[src/include/rcip_pkg.sv]
// Package for the reset, bus-phase clock and interrupt pin logic.
// Assumes one clock taken from the oscillator input pin.
package rcip_pkg;

    // Oscillator cycles per bus-phase clock cycle
    localparam int E_DIV = 4;
    localparam int E_PH_W = 2;
    // Phase index at which the bus-phase clock goes high
    localparam logic [E_PH_W-1:0] E_HIGH_PH = 2'h2;
    // Bus-phase cycles inside which a released pin marks an internal reset
    localparam int SENSE_ECYC = 2;
    localparam int SENSE_CYC = SENSE_ECYC * E_DIV;
    // Bus-phase cycles the pin is pulled low on an internal failure
    localparam int DRIVE_ECYC = 4;
    localparam int CNT_W = 6;

    // Reset sequencer, one-hot
    typedef enum logic [3:0] {
        ST_RUN   = 4'h1,
        ST_DRIVE = 4'h2,
        ST_SENSE = 4'h4,
        ST_EXT   = 4'h8
    } rcip_state_e;

    // Cause of the last completed reset
    typedef struct packed {
        logic internal;
        logic external;
    } rcip_cause_s;

    // Whole state of the top module
    typedef struct packed {
        rcip_state_e st;
        logic [CNT_W-1:0] cnt;
        logic [E_PH_W-1:0] eph;
        logic eclk;
        logic edge_mode;
        logic irq_prev;
        logic irq_pend;
        logic irq_req;
        logic x_flag;
        logic nonmaskable_ext_request_req;
        rcip_cause_s cause;
    } rcip_state_s;

    // Values taken under reset; power-up counts as an external reset
    localparam rcip_state_s RCIP_RESET_S = '{
        st: ST_EXT,
        cnt: '0,
        eph: '0,
        eclk: 1'b0,
        edge_mode: 1'b0,
        irq_prev: 1'b1,
        irq_pend: 1'b0,
        irq_req: 1'b0,
        x_flag: 1'b1,
        nonmaskable_ext_request_req: 1'b0,
        cause: '{internal: 1'b0, external: 1'b0}
    };

    // Idle level of the active-low pins
    localparam logic PIN_IDLE = 1'b1;

endpackage

[src/design/rcip_top.sv]
// Reset pin, bus-phase clock and external interrupt pin logic.
// Assumes I_CLK is the oscillator input clock and pins idle high.
`timescale 1ns/1ps
// Overview of operation
// RULE1: A low level driven on the reset pin from outside holds the device in reset.
// RULE2: A watchdog or clock-monitor failure pulls the reset pin low through an open drain.
// RULE3: A reset is internal if the pin goes high within two bus-phase cycles of release.
// RULE4: The bus-phase clock runs at one quarter of the oscillator clock.
// RULE5: The bus-phase clock is low in the internal half and high in the data half.
// RULE6: Stop mode halts the bus-phase clock and all internal timing; here the reset sequencer counter keeps running.
// RULE7: The bus-phase clock may be disabled in single-chip modes where the variant allows.
// RULE8: The maskable request is falling-edge or low-level triggered by an option bit.
// RULE9: Reset returns the maskable request to level triggering.
// RULE10: Reset sets the non-maskable disable flag until software clears it.
// RULE11: The non-maskable request is level sensitive for wired-OR use.
// RULE12: Every external source drives a shared request line only through an open drain.
// RULE13: A maskable line with several sources must be used in level mode.
// RULE14: A source holds its line low until its request is acknowledged.
// RULE15: A line still low after service requests again once the mask bit clears.
// RULE16: Both interrupt pins are synchronised before sampling or edge detection.
module rcip_top #(
    parameter bit ECLK_CAN_DISABLE = 1'b1,          // Variant allows clock disable
    parameter int DRIVE_CYC = rcip_pkg::DRIVE_ECYC * rcip_pkg::E_DIV
) (
    input wire logic I_CLK,                         // Oscillator clock
    input wire logic I_RST,                         // Async reset, high
    input wire logic I_RESET_PIN,                   // Reset pin level, low = reset
    output logic O_RESET_PIN_O,                     // Reset pin drive level
    output logic O_RESET_PIN_OE,                    // Reset pin drive enable
    input wire logic I_WDOG_FAIL,                   // Watchdog supervisor failure
    input wire logic I_CLKMON_FAIL,                 // Clock monitor failure
    output logic O_SYS_RST,                         // Internal reset, high
    output rcip_pkg::rcip_cause_s O_RST_CAUSE,      // Cause of last reset
    input wire logic I_STOP,                        // Stop mode
    input wire logic I_SINGLE_CHIP,                 // Single-chip mode
    input wire logic I_ECLK_OFF,                    // Request bus-clock disable
    output logic O_ECLK,                            // Bus-phase clock
    input wire logic I_IRQ_PIN_N,                   // Maskable request pin, low
    input wire logic I_OPT_WR,                      // Option bit write strobe
    input wire logic I_OPT_EDGE,                    // Option bit: 1 = falling edge
    output logic O_OPT_EDGE,                        // Option bit readback
    input wire logic I_IRQ_ACK,                     // Maskable request acknowledged
    input wire logic I_IMASK,                       // Interrupt mask bit
    output logic O_IRQ_REQ,                         // Maskable request to core
    input wire logic I_NONMASKABLE_EXT_REQUEST_PIN_N,                  // Non-maskable request pin, low
    input wire logic I_X_CLR,                       // Software clears disable flag
    output logic O_X_FLAG,                          // Non-maskable disable flag
    output logic O_NONMASKABLE_EXT_REQUEST_REQ                         // Non-maskable request to core
);
    import rcip_pkg::*;

    localparam logic [CNT_W-1:0] DRIVE_LAST = CNT_W'(DRIVE_CYC - 1);
    localparam logic [CNT_W-1:0] SENSE_LAST = CNT_W'(SENSE_CYC - 1);

    rcip_state_s q, n;
    logic rst_s, irq_s, nonmaskable_ext_request_s;
    logic fail;
    logic eclk_ok;

    // Pins are asynchronous to the oscillator clock
    rcip_sync #(.W(3), .INIT(PIN_IDLE)) u_sync (  // see RULE16
        .I_CLK(I_CLK),
        .I_RST(I_RST),
        .i_d({I_RESET_PIN, I_IRQ_PIN_N, I_NONMASKABLE_EXT_REQUEST_PIN_N}),
        .o_q({rst_s, irq_s, nonmaskable_ext_request_s})
    );

    assign fail = I_WDOG_FAIL | I_CLKMON_FAIL;
    // Disabling only in single-chip modes; expanded bus needs the clock
    assign eclk_ok = !(ECLK_CAN_DISABLE && I_SINGLE_CHIP && I_ECLK_OFF);  // see RULE7

    // Next state of the whole block
    always_comb begin
        n = q;
        // Bus-phase divider frozen in stop mode
        if (!I_STOP) begin
            n.eph = E_PH_W'(q.eph + 1'b1);  // see RULE4
        end
        n.eclk = !I_STOP && eclk_ok && (n.eph >= E_HIGH_PH);  // see RULE5 see RULE6

        // Reset sequencer
        case (q.st)
            ST_RUN: begin
                if (fail) begin
                    n.st = ST_DRIVE;  // see RULE2
                    n.cnt = '0;
                end else if (!rst_s) begin
                    n.st = ST_EXT;  // see RULE1
                end
            end
            ST_DRIVE: begin
                n.cnt = CNT_W'(q.cnt + 1'b1);
                if (q.cnt == DRIVE_LAST) begin
                    n.st = ST_SENSE;
                    n.cnt = '0;
                end
            end
            ST_SENSE: begin
                // Quick rise means nobody outside holds the pin
                if (rst_s) begin
                    n.st = ST_RUN;  // see RULE3
                    n.cause = '{internal: 1'b1, external: 1'b0};
                end else if (q.cnt == SENSE_LAST) begin
                    n.st = ST_EXT;  // see RULE3
                end else begin
                    n.cnt = CNT_W'(q.cnt + 1'b1);
                end
            end
            ST_EXT: begin
                if (rst_s) begin
                    n.st = ST_RUN;  // see RULE1
                    n.cause = '{internal: 1'b0, external: 1'b1};
                end
            end
            default: begin
                n.st = ST_EXT;
            end
        endcase

        // Maskable request: option write, edge latch with set over clear; then disable flag clear
        n.irq_prev = irq_s;
        if (I_OPT_WR) begin
            n.edge_mode = I_OPT_EDGE;  // see RULE8
        end
        if (I_IRQ_ACK) begin
            n.irq_pend = 1'b0;
        end
        if (q.edge_mode && q.irq_prev && !irq_s) begin
            n.irq_pend = 1'b1;  // see RULE8
        end
        if (I_X_CLR) begin
            n.x_flag = 1'b0;
        end

        // Anything but run state is reset for the core
        if (n.st != ST_RUN) begin
            n.edge_mode = 1'b0;  // see RULE9
            n.x_flag = 1'b1;  // see RULE10
            n.irq_pend = 1'b0;
        end

        // Level mode simply re-requests while the line stays low
        n.irq_req = (n.st == ST_RUN) && !I_IMASK
            && (q.edge_mode ? q.irq_pend : !irq_s);  // see RULE13 see RULE15
        n.nonmaskable_ext_request_req = (n.st == ST_RUN) && !q.x_flag && !nonmaskable_ext_request_s;  // see RULE11
    end

    // State register
    always_ff @(posedge I_CLK or posedge I_RST) begin
        if (I_RST) begin
            q <= RCIP_RESET_S;
        end else begin
            q <= n;
        end
    end

    // Outputs; reset pin is open drain, drive level always low
    assign O_RESET_PIN_O = 1'b0;
    assign O_RESET_PIN_OE = (q.st == ST_DRIVE);  // see RULE2
    assign O_SYS_RST = (q.st != ST_RUN);
    assign O_RST_CAUSE = q.cause;
    assign O_ECLK = q.eclk;
    assign O_OPT_EDGE = q.edge_mode;
    assign O_IRQ_REQ = q.irq_req;
    assign O_X_FLAG = q.x_flag;
    assign O_NONMASKABLE_EXT_REQUEST_REQ = q.nonmaskable_ext_request_req;

    // Checks
    localparam int SENSE_MAX = SENSE_CYC + 1;
endmodule

[src/design/rcip_sync.sv]
// Two-flop synchroniser for a group of asynchronous pins.
// Assumes the pins idle at the level given by INIT.
`timescale 1ns/1ps
module rcip_sync #(
    parameter int W = 1,
    parameter logic INIT = 1'b1
) (
    input wire logic I_CLK,          // Clock
    input wire logic I_RST,          // Async reset, high
    input wire logic [W-1:0] i_d,    // Raw pin levels
    output logic [W-1:0] o_q         // Synchronised levels
);
    logic [W-1:0] meta_q;

    // First stage is read only by the second
    always_ff @(posedge I_CLK or posedge I_RST) begin
        if (I_RST) begin
            meta_q <= {W{INIT}};
            o_q <= {W{INIT}};
        end else begin
            meta_q <= i_d;
            o_q <= meta_q;
        end
    end
endmodule

[config.mk]
export PLATFORM = sky130hd
export DESIGN_NAME = rcip_top
export DESIGN_NICKNAME = d
export VERILOG_FILES = /design/src/include/rcip_pkg.sv /design/src/design/rcip_top.sv /design/src/design/rcip_sync.sv
export SDC_FILE = /design/constraint.sdc
export NUM_CORES = 1
export LEC_CHECK = 0
export ABC_AREA = 0
export BUFFER_PORTS_ARGS = -buffer_cell sky130_fd_sc_hd__buf_2
export CAP_MARGIN = 20
export CORE_ASPECT_RATIO = 1.2
export CORE_UTILIZATION = 48
export CTS_CLUSTER_DIAMETER = 100
export DETAILED_ROUTE_END_ITERATION = 16
export MAX_ROUTING_LAYER = met4
export PLACE_DENSITY = 0.74
export SLEW_MARGIN = 10
export SYNTH_ARGS = -nofsm -noshare
export SYNTH_HDL_FRONTEND = slang
export SYNTH_SLANG_ARGS = --single-unit
[constraint.sdc]
create_clock -name I_CLK -period 1.75 [get_ports I_CLK]
set_input_delay 0.4375 -clock I_CLK [delete_from_list [all_inputs] [get_ports I_CLK]]
set_output_delay 0.4375 -clock I_CLK [all_outputs]
set_load 0.005 [all_outputs]
# Yosys cells after proc, flatten, opt, wreduce, memory -nomap -nowiden
# Index checks and enable logic that the tools add are counted.
# word_totals
output_inout_bits	10
wordCells	77
in_bits	15
reg_bits	27
# op_classes
n_lt_le_gt_ge	1
reduce_logical	22
bitwise_logic	1
n_addsub	2
n_eq_ne	14
muxes	23
# op_table
op	count
two-way mux 4 bit	5
two-way mux 6 bit	3
one-hot mux 6 bit (3 select lines)	1
one-hot mux 4 bit (4 select lines)	1
two-way mux 10 bit	1
logical AND 1 bit	9
equality test 4 x 1 -> 1 bit, second input constant	2
two-way mux 1 bit	8
inequality test 4 x 1 -> 1 bit, second input constant	2
adder 6 x 1 -> 6 bit, second input constant	1
equality test 6 x 3 -> 1 bit, second input constant	1
equality test 6 x 4 -> 1 bit, second input constant	1
logical NOT 1 bit	6
two-way mux 2 bit	3
inequality test 2 bit, second input constant	3
nonzero test 2 bit	3
nonzero test 3 bit	2
equality test 4 x 2 -> 1 bit, second input constant	1
equality test 4 x 3 -> 1 bit, second input constant	1
equality test 4 bit, second input constant	1
inequality test 2 x 1 -> 1 bit, second input constant	2
one-hot mux 2 bit (2 select lines)	1
AND reduction 4 bit	1
AND reduction 3 bit	1
3 further kinds	3

# Longest topological paths before layout
# logic_depth
depth_word	7
depth_mapped	6

# Hierarchy
# A second synthesis with hierarchy kept.
# unflattened
cells_unflattened	120
area_unflattened_um2	1273.7
# modules_own_cells
module	instances	cells_per_inst	area_each_um2
rcip_top	1	113	1112.3
rcip_sync	1	7	161.4

# Worst setup path before layout
# No wires, ideal clock.
# synth_timing
path_kind	register to register
from	register q[11] in the netlist's numbering
to	register q[15] in the netlist's numbering
setup_time_ps	77
stages_incl_launch_ff	7
arrival_ps	1701
setup_slack_ps	-28
path_buffers	0
period_less_slack_ps	1778
cell_sequence	dfrtp_1 -> ha_1 -> and4bb_2 -> nor2b_1 -> o32a_4 -> or3_1 -> a21oi_1
# synth_via
elab_chain_cells	4
# synth_lines
element	line_no	text
start: declaration	rcip_top.sv:55	rcip_state_s q, n;
start signal: assignment	rcip_top.sv:153	q <= n;
adder 6 x 1 -> 6 bit	rcip_top.sv:92, rcip_top.sv:106	
two-way mux 6 bit	rcip_top.sv:103	end else if (q.cnt == SENSE_LAST) begin
two-way mux 6 bit	rcip_top.sv:100	if (rst_s) begin
one-hot mux 6 bit (3 select lines)	rcip_top.sv:82	case (q.st)
# Parallel ways exist; a longest one is shown, timed or not. The select of a mux whose other input is x is not followed.
# A chain may end at the register's enable or synchronous reset.

# Worst setup path in the final report
# layout_timing
from	register q[19] in the netlist's numbering
to	output port O_RESET_PIN_OE
# layout_via
elab_chain_cells	1
# layout_lines
element	line_no	text
equality test 4 x 2 -> 1 bit	rcip_top.sv:159	assign O_RESET_PIN_OE = (q.st == ST_DRIVE);
end: declaration	rcip_top.sv:29	output logic O_RESET_PIN_OE,
# Every way passes these cells.

==> results.ini <==
[pwr]
p_sw_share_pct = 33.7
power.share.clock_pct = 13.4
seqPwrFrac_pct = 47.3
total_power_mw = 1.90
p_int_mw = 1.26
ir_worst_vdd_uv = 788
p_per_area_nw_per_um2 = 1190
p_comb_share_pct = 39.3
leakage_nw = 0.732
power.switching_mw = 0.640

[sta]
fin_tns_setup_ns = 0
finalSetupViolCount = 0
finalHoldViolCount = 0
final_max_slew_viol_count = 0
rsz0062_at_grt = true
max_freq_mhz = 585
clock_skew_ns = 0.00470
period_minus_slack_ns = 1.71
fin_crit_sh_pct = 97.6

[drt]
viasPerCell = 5.28
drt_pass1_iterations = 5
vias = 1035
drc_errors = 0
ant_nets = 0
avgRoutedWirePerCell_um = 12.3
wl_um = 2410
drt_iter0_drc = 18

[logic_synthesis]
synth.largest_area_cell = dfrtp_1
synth_most_common_cell = dfrtp_1
synthArstFlopShare_pct = 100
synth_edf_count = 0
ys_seq_elements = 27
synth_area_um2 = 1280
ys_warn_count = 0
ys_top_cells_by_area = dfrtp_1 (35%), dfstp_2 (19%), o21ai_0 (4.3%)
yosys.area_share.simple_pct = 20.2
synth_top_family_by_area = simple AND/OR/NAND/NOR gates
synth_xor_xnor_area_share_pct = 2.75
synth_cell_types = 38
ys.flop_type = dfrtp_1
seq_area_frac_synth_pct = 53.8
syn_area_per_cell_um2 = 10.4
synth_fa_ha_area_share_pct = 0.980
postSynthCellCount = 123
synth_compound_gate_area_share_pct = 16.3
synthMuxAreaShare_pct = 0.784
yosysTopAreaCellShare_pct = 35.3
synth_fp_nets = 139
netlist_top_cells_count = dfrtp_1 (18), o21ai_0 (11), dfstp_2 (9), nand2_1 (9), nor2_1 (9)

[critical_path]
cp_data_arrival_time_ns = 1.27
cp_data_required_time_ns = 1.31
r2r_cells = 6
worstPathMaxFanout = 7
r2r-start = q[17]
r2r_slack_ns = 0.05
rr_endpoint = q[16]
critPathKind = reg -> out
worstSetupStartpointType = flop
crit_path_end_kind = primary output

[hold_path]
hp-class = in -> async

[global_route]
grt_max_degree = 28
grt-ovfl-total = 0
grt_pass1_vias = 866
grt_pass1_wl_um = 3740
grtUsageTotal_pct = 17.7
antenna_found_initial = 0

[finish]
drive_above_1_share_pct = 44.2
regArea_um2 = 689
fin_area_um2 = 1600
multiInputGateArea_um2 = 563
diodes = 0
fin_cells = 196
fin_nets = 180
synthToLayoutAreaGrowth_pct = 25.4
nFillCells = 200

[clocking]
insertion_delay_ns = 0.31
htree_levels = 1
holdBufCountCts = 0
clockBufferDepth = 2
clock_sinks = 27
cts_inserted_buffers = 3
cts-root-buf = clkbuf_4
clk_pin_slew_ns = 0.13
cts_tree = done

[floorplanning]
die_area_um2 = 2870
start_util_pct = 50.5
row_count = 20
die_w_um = 49.1
core_um2 = 2530
die_h_um = 58.5
io_pins = 25

[placed_design]
port_buffers = 23
hpwl_um = 1670
placedCellCount = 179
gp_congestion = 0.847
placed_area_um2 = 1440

[run]
cap_violations = 0

[outcome]
status = finished clean

==> layout by cell type, fill, tap and decap left out, drive strengths merged, types with 2 or more instances in the layout <==
| master | count |
|---|---|
| buf | 42 |
| dfrtp | 18 |
| o21ai | 11 |
| dfstp | 9 |
| nand2 | 9 |
| a21oi | 9 |
| nor2 | 9 |
| inv | 5 |
| nor3 | 5 |
| xnor2 | 4 |
| nand2b | 4 |
| nand3 | 4 |
| clkbuf | 4 |
| and2b | 3 |
| nor2b | 3 |
| nand3b | 2 |
| o2bb2ai | 2 |
| and2 | 2 |
| a21o | 2 |
| or3 | 2 |
==> per-layer routing <==
metal / global-route usage (%) / wire, um / up-vias
met3: 2.33 / 79 / 2
met4: 8.82 / 17 / 0
met5: - / 0 / -
met1: 20.4 / 975 / 499
met2: 30.3 / 1330 / 28
li1: - / - / 506
==> through the flow <==
step                hold WS (ns)  utilization (%)  setup WS (ns)
CTS                        0.152             59.6       0.000668
floorplan                  0.345                -        0.00767
global placement           0.347             56.8         0.0723
global route               0.165             63.3        -0.0104
detailed placement         0.347             56.8         0.0136
finish                     0.150             63.3         0.0413
==> logic make-up (layout without fill, tap and decap cells) <==
family / count (synthesis) / count (layout)
other: 1 / 1
AOI/OAI and AO/OA: 31 / 31
adders and majority gates: 1 / 1
and+or+nand+nor: 47 / 47
muxes: 1 / 1
DFF: 27 / 27
buffers and inverters: 11 / 51
xor gates and xnor gates: 4 / 4
==> flip-flops by register name (all words and copies together), names as in the netlist <==
| name | cells |
|---|---|
| q | 14 |
| u_sync.meta_q | 3 |
| u_sync.o_q | 3 |
| O_RST_CAUSE | 2 |
| O_ECLK | 1 |
| O_IRQ_REQ | 1 |
| O_NONMASKABLE_EXT_REQUEST_REQ | 1 |
| O_OPT_EDGE | 1 |
| O_X_FLAG | 1 |
==> power groups by stage <==
stage                     clock network (mW)  logic [mW]  registers, mW
after floorplan                            0       0.466          0.878
after global placement                     0       0.519          0.937
after detailed placement                   0       0.546          0.947
after CTS                              0.271       0.643          0.907
after global routing                   0.296       0.821          0.918
final                                  0.255       0.747          0.898
==> repair_timing <==
action | 4_1_cts | 5_1_grt
buffers inserted | 4 | 9
setup endpoints to repair | 3 | 10
pin swaps | 1 | 5
resized for setup | 5 | 10
==> layout make-up <==
class | instances | area share, %
clock buffer | 4 | 1.64
inverter | 5 | 1.17
multi-input combinational | 85 | 35.2
sequential | 27 | 43.1
tap | 33 | 2.58
timing repair buffer | 42 | 16.3
==> worst max-delay path by stage <==
| stage | start | endpoint | slack, ns | cells after the start |
|---|---|---|---|---|
| final | q[19] | O_RESET_PIN_OE | 0.04 | 4 |
| after global routing | q[12] | q[16] | -0.01 | 6 |
| after CTS | q[18] | O_RESET_PIN_OE | 0.0007 | 3 |
| after detailed placement | q[12] | q[15] | 0.01 | 6 |
| after global placement | q[12] | q[16] | 0.07 | 6 |
| after floorplan | q[11] | q[15] | 0.008 | 6 |
==> worst max-delay path, stage by stage, from the launching register on <==
cell     delay, ns
dfrtp_1       0.42
buf_6         0.15
nor2_4        0.11
and2_4        0.17
buf_2         0.11
(Power assumes the default switching activity.)
